[src/rtl/ssp_pkg.sv]
// constants, field layouts and types shared by the serial port core
package ssp_pkg;
   // register bus
   localparam int AW = 5;
   localparam int DW = 32;
   localparam logic [AW-1:0] OFS_CTRL = 5'h00;
   localparam logic [AW-1:0] OFS_DIV = 5'h04;
   localparam logic [AW-1:0] OFS_STAT = 5'h08;
   localparam logic [AW-1:0] OFS_FLAG = 5'h0C;
   localparam logic [AW-1:0] OFS_MASK = 5'h10;
   localparam logic [AW-1:0] OFS_TXB = 5'h14;
   localparam logic [AW-1:0] OFS_RXB = 5'h18;

   // port control word, bit 0 is soft_reset_bit
   typedef struct packed {
      logic enable_pin_mode_select;
      logic four_pin_mode;
      logic clock_polarity_sel;
      logic clock_phase_sel;
      logic master_mode;
      logic soft_reset_bit;
   } ssp_ctrl_t;
   localparam ssp_ctrl_t CTRL_RST = 6'h01;

   // event flags and mask share this layout
   localparam int NFLAG = 3;
   localparam int FLG_TX = 0;
   localparam int FLG_RX = 1;
   localparam int FLG_ABT = 2;
   localparam logic [NFLAG-1:0] FLAG_RST = 3'h0;
   localparam logic [NFLAG-1:0] MASK_RST = 3'h0;

   // status bits
   localparam int ST_BUSY = 0;
   localparam int ST_TXFULL = 1;

   // half bit period is (divider + 1) system cycles
   localparam logic [7:0] DIV_RST = 8'h07;
   localparam logic [3:0] HALF_LAST = 4'hF;
   localparam logic [7:0] BYTE_ZERO = 8'h00;

   // slave enable pin is active low
   localparam logic STE_ACTIVE = 1'b0;

   // synchronised pin vector
   localparam int NPIN = 4;
   localparam int PIN_SCLK = 0;
   localparam int PIN_SIMO = 1;
   localparam int PIN_SOMI = 2;
   localparam int PIN_STE = 3;

   typedef enum logic {SSP_IDLE, SSP_XFER} ssp_state_t;
endpackage

[src/rtl/ssp_core.sv]
// serial spi port core: avalon register slave, master and slave shift engine
// Notes on behaviour
// in 4-pin master mode the slave enable pin is an enable output when the mode select is 1, else an input.
// with the pin as input, a master transfer aborts when it goes inactive and restarts only once it is active.
// the serial clock idles low for polarity 0 and high for polarity 1.
// a master feeding a phase-1 slave holds the clock idle before the slave leaves soft reset.
// the tx flag sets when the holding buffer empties, the rx flag when a full character is received.
// busy and the clock request are high only while a transfer runs and drop when it ends.
// setting then clearing soft reset returns flags, buffers and shift logic to their initial state; rxbuf_r and txbuf_r keep their data.
// in conflict mode software loads data only while the pin is active and reloads after an abort.
// a phase-1 slave presents the first bit of every character correctly, with the clock asynchronous.
//
// The implementer's own choices: register access over Avalon-MM and the register addresses.
`timescale 1ns/1ps
`default_nettype none
module ssp_core (
   // clock and reset
   input wire logic i_clk,
   input wire logic i_sys_rst,
   // avalon-mm slave
   input wire logic [ssp_pkg::AW-1:0] i_avs_address,
   input wire logic i_avs_read,
   input wire logic i_avs_write,
   input wire logic [ssp_pkg::DW-1:0] i_avs_writedata,
   input wire logic [3:0] i_avs_byteenable,
   output logic [ssp_pkg::DW-1:0] o_avs_readdata,
   output logic o_avs_waitrequest,
   // serial clock pin
   input wire logic i_sclk,
   output logic o_sclk,
   output logic o_sclk_oe,
   // master out slave in pin
   input wire logic i_simo,
   output logic o_simo,
   output logic o_simo_oe,
   // slave out master in pin
   input wire logic i_somi,
   output logic o_somi,
   output logic o_somi_oe,
   // slave_enable_pin, active low
   input wire logic i_slave_enable_pin,
   output logic o_slave_enable_pin,
   output logic o_slave_enable_pin_oe,
   // interrupt, busy and module clock request
   output logic o_irq,
   output logic o_transfer_active_flag,
   output logic o_clk_req
);
   import ssp_pkg::*;

   logic [NPIN-1:0] pin_s;
   logic [NPIN-1:0] pin_raw;

   assign pin_raw = {i_slave_enable_pin, i_somi, i_simo, i_sclk};

   ssp_sync #(.W(NPIN)) u_sync (
      .i_clk(i_clk),
      .i_sys_rst(i_sys_rst),
      .i_d(pin_raw),
      .o_q(pin_s)
   );

   function automatic logic hit(input logic [AW-1:0] a, input logic [AW-1:0] ofs);
      hit = (a == ofs);
   endfunction

   // bus group
   logic wait_r, wait_nxt;
   logic [DW-1:0] rdata_r, rdata_nxt;
   ssp_ctrl_t ctrl_r, ctrl_nxt;
   logic [7:0] div_r, div_nxt;
   logic [NFLAG-1:0] mask_r, mask_nxt;
   logic wr, wr_txb;
   logic [NFLAG-1:0] w1c;

   // engine group
   ssp_state_t state_r, state_nxt;
   logic [3:0] hcnt_r, hcnt_nxt;
   logic [7:0] divcnt_r, divcnt_nxt;
   logic [7:0] sr_r, sr_nxt;
   logic [7:0] rsr_r, rsr_nxt;
   logic [7:0] rxbuf_r, rxbuf_nxt;
   logic [7:0] txbuf_r, txbuf_nxt;
   logic txfull_r, txfull_nxt;
   logic sclk_r, sclk_nxt;
   logic dout_r, dout_nxt;
   logic sclk_d_r, sclk_d_nxt;
   logic armed_r, armed_nxt;
   logic [NFLAG-1:0] flag_r, flag_nxt;
   logic busy_r, busy_nxt;
   logic irq_r, irq_nxt;
   logic sclk_oe_r, sclk_oe_nxt;
   logic simo_oe_r, simo_oe_nxt;
   logic somi_oe_r, somi_oe_nxt;
   logic ste_oe_r, ste_oe_nxt;
   logic ste_o_r, ste_o_nxt;

   always_comb begin
      wait_nxt = 1'b1;
      rdata_nxt = rdata_r;
      ctrl_nxt = ctrl_r;
      div_nxt = div_r;
      mask_nxt = mask_r;
      // one wait cycle; read data is latched at the edge that ends it, a write is taken at the edge that sees waitrequest low
      if ((i_avs_read || i_avs_write) && wait_r) begin
         wait_nxt = 1'b0;
         if (i_avs_read) begin
            case (i_avs_address)
               OFS_CTRL: rdata_nxt = DW'(ctrl_r);
               OFS_DIV: rdata_nxt = DW'(div_r);
               OFS_STAT: rdata_nxt = DW'({txfull_r, busy_r});
               OFS_FLAG: rdata_nxt = DW'(flag_r);
               OFS_MASK: rdata_nxt = DW'(mask_r);
               OFS_TXB: rdata_nxt = DW'(txbuf_r);
               OFS_RXB: rdata_nxt = DW'(rxbuf_r);
               default: rdata_nxt = '0;
            endcase
         end
      end
      wr = i_avs_write && !wait_r && i_avs_byteenable[0];
      wr_txb = wr && hit(i_avs_address, OFS_TXB);
      w1c = (wr && hit(i_avs_address, OFS_FLAG)) ? i_avs_writedata[NFLAG-1:0] : '0;
      if (wr && hit(i_avs_address, OFS_CTRL)) begin
         ctrl_nxt = ssp_ctrl_t'(i_avs_writedata[$bits(ssp_ctrl_t)-1:0]);
      end
      if (wr && hit(i_avs_address, OFS_DIV)) begin
         div_nxt = i_avs_writedata[7:0];
      end
      if (wr && hit(i_avs_address, OFS_MASK)) begin
         mask_nxt = i_avs_writedata[NFLAG-1:0];
      end
   end

   always_ff @(posedge i_clk or posedge i_sys_rst) begin
      if (i_sys_rst) begin
         wait_r <= 1'b1;
         rdata_r <= '0;
         ctrl_r <= CTRL_RST;
         div_r <= DIV_RST;
         mask_r <= MASK_RST;
      end else begin
         wait_r <= wait_nxt;
         rdata_r <= rdata_nxt;
         ctrl_r <= ctrl_nxt;
         div_r <= div_nxt;
         mask_r <= mask_nxt;
      end
   end

   logic ste_act, ste_ok, act, prev_act, rx_in, edge_v, lead_v, load_v;
   logic [7:0] byte_v, rx_byte;
   logic [NFLAG-1:0] flag_set;

   always_comb begin
      state_nxt = state_r;
      hcnt_nxt = hcnt_r;
      divcnt_nxt = divcnt_r;
      sr_nxt = sr_r;
      rsr_nxt = rsr_r;
      rxbuf_nxt = rxbuf_r;
      txbuf_nxt = txbuf_r;
      txfull_nxt = txfull_r;
      sclk_nxt = sclk_r;
      dout_nxt = dout_r;
      armed_nxt = armed_r;
      flag_set = '0;
      edge_v = 1'b0;
      lead_v = 1'b0;
      load_v = 1'b0;
      byte_v = BYTE_ZERO;
      rx_byte = rsr_r;
      sclk_d_nxt = pin_s[PIN_SCLK];
      ste_act = (pin_s[PIN_STE] == STE_ACTIVE);
      ste_ok = !(ctrl_r.four_pin_mode && !ctrl_r.enable_pin_mode_select) || ste_act;
      act = pin_s[PIN_SCLK] ^ ctrl_r.clock_polarity_sel;
      prev_act = sclk_d_r ^ ctrl_r.clock_polarity_sel;
      rx_in = ctrl_r.master_mode ? pin_s[PIN_SOMI] : pin_s[PIN_SIMO];
      if (wr_txb) begin
         txbuf_nxt = i_avs_writedata[7:0];
         txfull_nxt = 1'b1;
      end
      // slave counts edges only after the clock has been seen idle, so a stray level is no edge
      if (!act) begin
         armed_nxt = 1'b1;
      end
      if (ctrl_r.soft_reset_bit) begin
         state_nxt = SSP_IDLE;
         hcnt_nxt = '0;
         divcnt_nxt = '0;
         sr_nxt = BYTE_ZERO;
         rsr_nxt = BYTE_ZERO;
         txfull_nxt = 1'b0;
         dout_nxt = 1'b0;
         armed_nxt = 1'b0;
         sclk_nxt = ctrl_r.clock_polarity_sel;
      end else if (ctrl_r.master_mode) begin
         case (state_r)
            SSP_IDLE: begin
               sclk_nxt = ctrl_r.clock_polarity_sel;
               hcnt_nxt = '0;
               if (txfull_r && ste_ok) begin
                  load_v = 1'b1;
                  divcnt_nxt = '0;
                  state_nxt = SSP_XFER;
               end
            end
            SSP_XFER: begin
               if (!ste_ok) begin
                  // the character in flight is dropped; software must reload it
                  state_nxt = SSP_IDLE;
                  hcnt_nxt = '0;
                  sclk_nxt = ctrl_r.clock_polarity_sel;
                  flag_set[FLG_ABT] = 1'b1;
               end else if (divcnt_r == div_r) begin
                  divcnt_nxt = '0;
                  edge_v = 1'b1;
                  lead_v = !hcnt_r[0];
                  sclk_nxt = !sclk_r;
               end else begin
                  divcnt_nxt = divcnt_r + 8'h01;
               end
            end
            default: state_nxt = SSP_IDLE;
         endcase
      end else begin
         if (ctrl_r.four_pin_mode && !ste_act) begin
            state_nxt = SSP_IDLE;
            hcnt_nxt = '0;
         end else begin
            case (state_r)
               SSP_IDLE: begin
                  load_v = 1'b1;
                  state_nxt = SSP_XFER;
               end
               SSP_XFER: begin
                  edge_v = armed_r && (act ^ prev_act);
                  lead_v = act;
                  // a byte written while the shifter waits for its first edge goes out in this character
                  if (hcnt_r == '0 && !edge_v && txfull_r) begin
                     load_v = 1'b1;
                  end
               end
               default: state_nxt = SSP_IDLE;
            endcase
         end
      end
      if (edge_v) begin
         hcnt_nxt = hcnt_r + 4'h1;
         if (lead_v == ctrl_r.clock_phase_sel) begin
            dout_nxt = sr_r[7];
            sr_nxt = {sr_r[6:0], 1'b0};
         end else begin
            rsr_nxt = {rsr_r[6:0], rx_in};
            rx_byte = {rsr_r[6:0], rx_in};
         end
         if (hcnt_r == HALF_LAST) begin
            rxbuf_nxt = rx_byte;
            flag_set[FLG_RX] = 1'b1;
            if (!ctrl_r.master_mode || (txfull_r && ste_ok)) begin
               load_v = 1'b1;
            end else begin
               state_nxt = SSP_IDLE;
            end
         end
      end
      if (load_v) begin
         if (txfull_r) begin
            byte_v = txbuf_r;
            txfull_nxt = wr_txb;
            flag_set[FLG_TX] = 1'b1;
         end
         // phase 0 puts the first bit out before the first edge, phase 1 on it
         if (ctrl_r.clock_phase_sel) begin
            sr_nxt = byte_v;
         end else begin
            dout_nxt = byte_v[7];
            sr_nxt = {byte_v[6:0], 1'b0};
         end
      end
      // set wins over both the write-one clear and the buffer-write clear
      flag_nxt = (flag_r & ~w1c & ~{{(NFLAG-1){1'b0}}, wr_txb}) | flag_set;
      if (ctrl_r.soft_reset_bit) begin
         flag_nxt = FLAG_RST;
      end
      busy_nxt = (state_nxt == SSP_XFER) && (ctrl_r.master_mode || hcnt_nxt != '0);
      irq_nxt = |(flag_nxt & mask_nxt);
      sclk_oe_nxt = ctrl_r.master_mode;
      simo_oe_nxt = ctrl_r.master_mode;
      somi_oe_nxt = !ctrl_r.master_mode && (!ctrl_r.four_pin_mode || ste_act);
      ste_oe_nxt = ctrl_r.master_mode && ctrl_r.four_pin_mode && ctrl_r.enable_pin_mode_select;
      ste_o_nxt = (state_nxt == SSP_XFER) ? STE_ACTIVE : !STE_ACTIVE;
   end

   always_ff @(posedge i_clk or posedge i_sys_rst) begin
      if (i_sys_rst) begin
         state_r <= SSP_IDLE;
         hcnt_r <= '0;
         divcnt_r <= '0;
         sr_r <= BYTE_ZERO;
         rsr_r <= BYTE_ZERO;
         rxbuf_r <= BYTE_ZERO;
         txbuf_r <= BYTE_ZERO;
         txfull_r <= 1'b0;
         sclk_r <= 1'b0;
         dout_r <= 1'b0;
         sclk_d_r <= 1'b0;
         armed_r <= 1'b0;
         flag_r <= FLAG_RST;
         busy_r <= 1'b0;
         irq_r <= 1'b0;
         sclk_oe_r <= 1'b0;
         simo_oe_r <= 1'b0;
         somi_oe_r <= 1'b0;
         ste_oe_r <= 1'b0;
         ste_o_r <= !STE_ACTIVE;
      end else begin
         state_r <= state_nxt;
         hcnt_r <= hcnt_nxt;
         divcnt_r <= divcnt_nxt;
         sr_r <= sr_nxt;
         rsr_r <= rsr_nxt;
         rxbuf_r <= rxbuf_nxt;
         txbuf_r <= txbuf_nxt;
         txfull_r <= txfull_nxt;
         sclk_r <= sclk_nxt;
         dout_r <= dout_nxt;
         sclk_d_r <= sclk_d_nxt;
         armed_r <= armed_nxt;
         flag_r <= flag_nxt;
         busy_r <= busy_nxt;
         irq_r <= irq_nxt;
         sclk_oe_r <= sclk_oe_nxt;
         simo_oe_r <= simo_oe_nxt;
         somi_oe_r <= somi_oe_nxt;
         ste_oe_r <= ste_oe_nxt;
         ste_o_r <= ste_o_nxt;
      end
   end

   assign o_avs_readdata = rdata_r;
   assign o_avs_waitrequest = wait_r;
   assign o_sclk = sclk_r;
   assign o_sclk_oe = sclk_oe_r;
   assign o_simo = dout_r;
   assign o_simo_oe = simo_oe_r;
   assign o_somi = dout_r;
   assign o_somi_oe = somi_oe_r;
   assign o_slave_enable_pin = ste_o_r;
   assign o_slave_enable_pin_oe = ste_oe_r;
   assign o_irq = irq_r;
   assign o_transfer_active_flag = busy_r;
   assign o_clk_req = busy_r;
endmodule // ssp_core
`default_nettype wire

[src/rtl/ssp_sync.sv]
// two flip-flop synchroniser for the serial port pins
`timescale 1ns/1ps
`default_nettype none
module ssp_sync #(
   parameter int W = 1
) (
   // clock and reset
   input wire logic i_clk,
   input wire logic i_sys_rst,
   // asynchronous in, synchronous out
   input wire logic [W-1:0] i_d,
   output logic [W-1:0] o_q
);
   logic [W-1:0] meta_r;
   logic [W-1:0] meta_nxt;
   logic [W-1:0] q_nxt;

   always_comb begin
      meta_nxt = i_d;
      q_nxt = meta_r;
   end

   always_ff @(posedge i_clk or posedge i_sys_rst) begin
      if (i_sys_rst) begin
         meta_r <= '0;
         o_q <= '0;
      end else begin
         meta_r <= meta_nxt;
         o_q <= q_nxt;
      end
   end
endmodule // ssp_sync
`default_nettype wire

[config.mk]
export PLATFORM = sky130hd
export DESIGN_NAME = ssp_core
export DESIGN_NICKNAME = d
export VERILOG_FILES = /design/src/rtl/ssp_pkg.sv /design/src/rtl/ssp_core.sv /design/src/rtl/ssp_sync.sv
export SDC_FILE = /design/constraint.sdc
export NUM_CORES = 1
export LEC_CHECK = 0
export ABC_AREA = 1
export BUFFER_PORTS_ARGS = -buffer_cell sky130_fd_sc_hd__buf_2
export CORE_UTILIZATION = 38
export CTS_CLUSTER_SIZE = 12
export DETAILED_ROUTE_END_ITERATION = 8
export PLACE_DENSITY_LB_ADDON = 0.05
export REMOVE_ABC_BUFFERS = 1
export SYNTH_ARGS = -nofsm -noshare
export SYNTH_HDL_FRONTEND = slang
export SYNTH_SLANG_ARGS = --single-unit
[constraint.sdc]
create_clock -name i_clk -period 2.8 [get_ports i_clk]
set_input_delay 0.42 -clock i_clk [delete_from_list [all_inputs] [get_ports i_clk]]
set_output_delay 0.42 -clock i_clk [all_outputs]
set_load 0.005 [all_outputs]
# Word level (Yosys, flattened, before mapping)
# Cells that the tools add are included.
# word_totals
ff_bits	117
input_bits	49
word_cells	182
# op_classes
addsub	2
eq_ne	13
n_mux	85
bitwise	11
n_reduce_logical	40
# ops
operator	count
8-bit 2-to-1 mux	15
1-bit 2-to-1 mux	56
8-bit case mux with 7 select lines	1
4-bit 2-to-1 mux	5
1-bit logical AND	18
8-bit case mux with 2 select lines	1
5-bit equality test (second input constant)	3
5-bit by 4-bit equality test with 1-bit output (second input constant)	2
3-bit bitwise AND	3
3-bit 2-to-1 mux	3
8-bit by 1-bit adder with 8-bit output (second input constant)	1
8-bit equality test	1
1-bit logical NOT	8
4-bit case mux with 2 select lines	1
1-bit case mux with 2 select lines	3
2-bit AND reduction	3
5-bit by 3-bit equality test with 1-bit output (second input constant)	1
5-bit logical NOT	1
1-bit logical OR	5
4-bit by 1-bit adder with 4-bit output (second input constant)	1
4-bit equality test (second input constant)	1
4-bit logical NOT	1
4-bit by 3-bit != test with 1-bit output (second input constant)	1
4-bit nonzero test	1
12 further kinds	15

# Depth between registers and ports, before layout
# depth
ltp_word	19
depth_mapped	14
ltp_nobuf	14

# By module
# From an unflattened synthesis, not the netlist that was laid out.
# unflattened
cells_unflattened	612
area_unflattened_um2	5007.3
# modules_own_cells
mod	instances	cells_per_inst	area_per_inst_um2	seq_area_each_um2
ssp_core	1	603	4803.4	2134.5
ssp_sync	1	9	203.9	200.2

# Least setup slack after synthesis
# No wires, ideal clock.
# synth_path
path_kind	register to register
start	register div_r[1]
end	register sr_r[6]
arrival_time_ps	1627
required_time_ps	2682
path_slack_ps	1056
path_stages_with_launch	13
path_cell_list	dfstp_2 -> nand2_1 -> nand2_1 -> nand2_1 -> nor2_4 -> nand4_2 -> nand2_4 -> nand3_4 -> nand2_8 -> buf_8 -> nand3b_1 -> nand3_1 -> nand2_1
# synth_between
elab_chain_len	10
elab_cells_between_ends	16
cone_classes	eq/ne (2); mux (14)
# synth_lines
element	line	text
start, declared	ssp_core.sv:71	logic [7:0] div_r, div_nxt;
start signal, assigned	ssp_core.sv:145	div_r <= div_nxt;
8-bit equality test *	ssp_core.sv:214	end else if (divcnt_r == div_r) begin
1-bit 2-to-1 mux	ssp_core.sv:214	
1-bit 2-to-1 mux	ssp_core.sv:208	if (!ste_ok) begin
1-bit 2-to-1 mux	ssp_core.sv:197	case (state_r)
1-bit 2-to-1 mux	ssp_core.sv:196	end else if (ctrl_r.master_mode) begin
1-bit 2-to-1 mux	ssp_core.sv:186	if (ctrl_r.soft_reset_bit) begin
1-bit equality test	ssp_core.sv:249	if (lead_v == ctrl_r.clock_phase_sel) begin
8-bit 2-to-1 mux	ssp_core.sv:249	
8-bit 2-to-1 mux	ssp_core.sv:247	if (edge_v) begin
8-bit 2-to-1 mux *	ssp_core.sv:266	if (load_v) begin
net sr_nxt[6]	ssp_core.sv:80	logic [7:0] sr_r, sr_nxt;
end signal, assigned	ssp_core.sv:320	sr_r <= sr_nxt;
end, declared	ssp_core.sv:80	
# Mark *: on every way through the listed nets, which the timed path passes. The rest lies on a longest branch.
# A chain may end at the register's enable or synchronous reset.

# Worst setup path in the final report
# layout_path
start	register div_r[1]
end	register sr_r[4]
# The elaborated chain is that of the path after synthesis.

==> out/results.ini <==
[run_status]
status=complete, no violations

[setup_path]
crit_required_ps=3030
path_class=flip-flop to flip-flop
crit_path_max_incr_delay_ps=570
path_common_cell=nand2_1
reg2reg_depth=11
critPathLaunch=div_r[1]
startpoint_type=flip-flop
r2r-end=sr_r[4]
crit_path_cell_trace=nand2_1 -> nand2_1 -> nand2_1 -> nor2_4 -> nand3_2 -> a21oi_4 -> nand3_1 -> nand2_2 -> inv_1 -> nand3_1 -> nand2_1
cpMaxStageDelayCell=dfstp_2
r2r_setup_slack_ps=780
end_kind=flip-flop
arrival_ps=2250
rr_startpoint=div_r[1]
cp_max_fo=13

[final_layout]
final_util=0.434
multi_input_area_sq_mm=0.00218
seqCellArea_sq_mm=0.00233
final_cell_mix=nand2_1, dfrtp_1, inv_1, o21ai_0, nand3_1
area_growth_pct=10.5
instances_no_fill=810
final_common_cell=nand2_1
final_nets=687
fill_cells=1331
drive_gt1_frac=0.176
fin_area_sq_mm=0.00552
n_antenna_cell=0

[cts]
post_cts_buffers=0
h-tree-depth=3
numCtsBuffers=9
cts_resized=0
cts.clk_slew.worst_paths_ps=60
cts_root_buffer=clkbuf_16
clockBufferDepth=2
clkSinkCount=93
clock_latency_ps=340
cts_tree=built
cts_hold_buf=0

[logic_synthesis]
syn_area_sq_mm=0.00499
synth_compound_area_frac=0.127
ys_warn_count=0
yosys.cell_types.count=48
yosysSeqAreaShare=0.467
async_reset_ff_frac=1.00
synthAdderAreaFrac=0.00752
synth_xor_area_frac=0.0140
syn_area_per_cell_sq_um=8.35
yosys.area_share.simple=0.253
synth_flop_cell=dfrtp_1
ys_seq_elements=93
synth_edf_count=0
synth_top_family_by_area=simple AND/OR/NAND/NOR gates
muxShareOfSynthArea=0.0158
netlist_instances=598

[routing]
wirelength_um=11900
drt_iter0_markers=184
drt-wirelength-per-cell_um=14.7
vias_per_cell=4.84
drc=0
antenna_left=0
drt_first_pass_iters=5
vias=3923

[job]
drv_cap=0

[floorplanning]
rows=41
fp.dieW_um=117
coreArea_sq_mm=0.0127
io_pins=93
dieArea_sq_mm=0.0136
initial_core_util=0.393
die_h_um=117

[global_routing]
grt_pass1_wl_um=19100
grt_pass1_vias=3580
gr-total-overflow=0
antenna_found_initial=0
grt_usage=0.189
grt_max_degree=70

[placement]
dpl_cell_area_sq_mm=0.00524
gp_congestion=0.818
port_buffers=41
dp.cells=796
place_hpwl_um=8760

[timing]
worst_pin_slew_ps=612
hold_viol_final=0
slew-limit-headroom=0.591
skew_ps=3.72
period_share=0.721
rsz0062_at_grt=false
finalSetupViolCount=0
drv_slew=0
min_period_ps=2020
fmax_mhz=495

[pwr]
power.density_mw_per_mm2=751
peakVddDrop_mv=0.344
leakage_nw=2.71

[min_path]
hold_class=input port to asynchronous set/reset pin

-- where the power goes --
group / total, mW / internal [mW] / switching [mW]
clock network: 1.20 / 0.706 / 0.491
registers: 1.85 / 1.62 / 0.230
logic: 1.10 / 0.425 / 0.671
total: 4.15 / 2.76 / 1.39
-- critical path: cells and delay by family, from the launching register on --
family                 cells  cell delay, ps
AO/OA/AOI/OAI              1             140
buffers and inverters      1             200
flip-flops                 1             570
AND/OR/NAND/NOR            9            1010
-- metal layers --
layer | wire length, um | up-vias | track usage
li1 | - | 1971 | -
met1 | 5820 | 1848 | 0.266
met2 | 5460 | 87 | 0.290
met3 | 431 | 17 | 0.0327
met4 | 210 | 0 | 0.0768
met5 | 0 | - | 0
-- cells in the mapped netlist (all sizes together) (2+ instances only) --
cell,n,area (sq um)
o21a,2,15.0
nand3b,7,52.6
a221oi,3,26.3
inv,64,245
buf,38,299
nor3,3,26.3
a22oi,2,15.0
o22ai,2,12.5
a21oi,21,120
xnor2,4,35.0
ha,3,37.5
clkbuf,6,22.5
nand3,46,265
nand4,5,37.5
nor2,28,141
nand2,180,741
mux2,7,78.8
o211ai,2,15.0
o21ai,71,389
o2111ai,3,26.3
dfstp,6,158
xor2,4,35.0
dfrtp,87,2180
-- kinds of logic after synthesis --
| family | Yosys count |
|---|---|
| other | 1 |
| and+or+nand+nor | 269 |
| buffers and inverters | 109 |
| AOI/OAI and AO/OA | 108 |
| xor gates and xnor gates | 8 |
| adders and majority gates | 3 |
| muxes | 7 |
| DFF | 93 |
-- through the flow --
step | setup WS (ps) | power (mW) | setup TNS (ps) | hold WS [ps]
6_report | 781 | 4.15 | 0 | 49.9
4_1_cts | 764 | 4.20 | 0 | 51.7
3_5_place_dp | 787 | 2.98 | 0 | 337
2_1_floorplan | -30.4 | 2.64 | -2640 | 331
5_1_grt | 594 | 4.44 | 0 | 70.5
3_3_place_gp | 796 | 2.97 | 0 | 332
-- layout make-up --
type | count | area share
Timing Repair Buffer | 47 | 0.0476
Clock inverter | 2 | 0.00634
Sequential cell | 93 | 0.423
Tap cell | 172 | 0.0390
Multi-Input combinational cell | 419 | 0.394
Clock buffer | 12 | 0.0446
Inverter | 65 | 0.0455
-- state kept, by name (all words and copies together) (netlist names), 3 cells and up --
signal,flops
div_r,8
hcnt_r,4
mask_r,3
u_sync.meta_r,4
sr_r,8
o_avs_readdata,8
flag_r,3
divcnt_r,8
u_sync.o_q,4
ctrl_r,5
txbuf_r,8
rsr_r,8
rxbuf_r,8
-- how the worst max path moves through the flow --
stage	to	slack (ps)
5_1_grt	o_irq	590
2_1_floorplan	armed_r	-30
3_3_place_gp	rsr_r[2]	800
6_report	sr_r[4]	780
4_1_cts	sr_r[4]	760
3_5_place_dp	sr_r[4]	790
(Power assumes the default switching activity.)
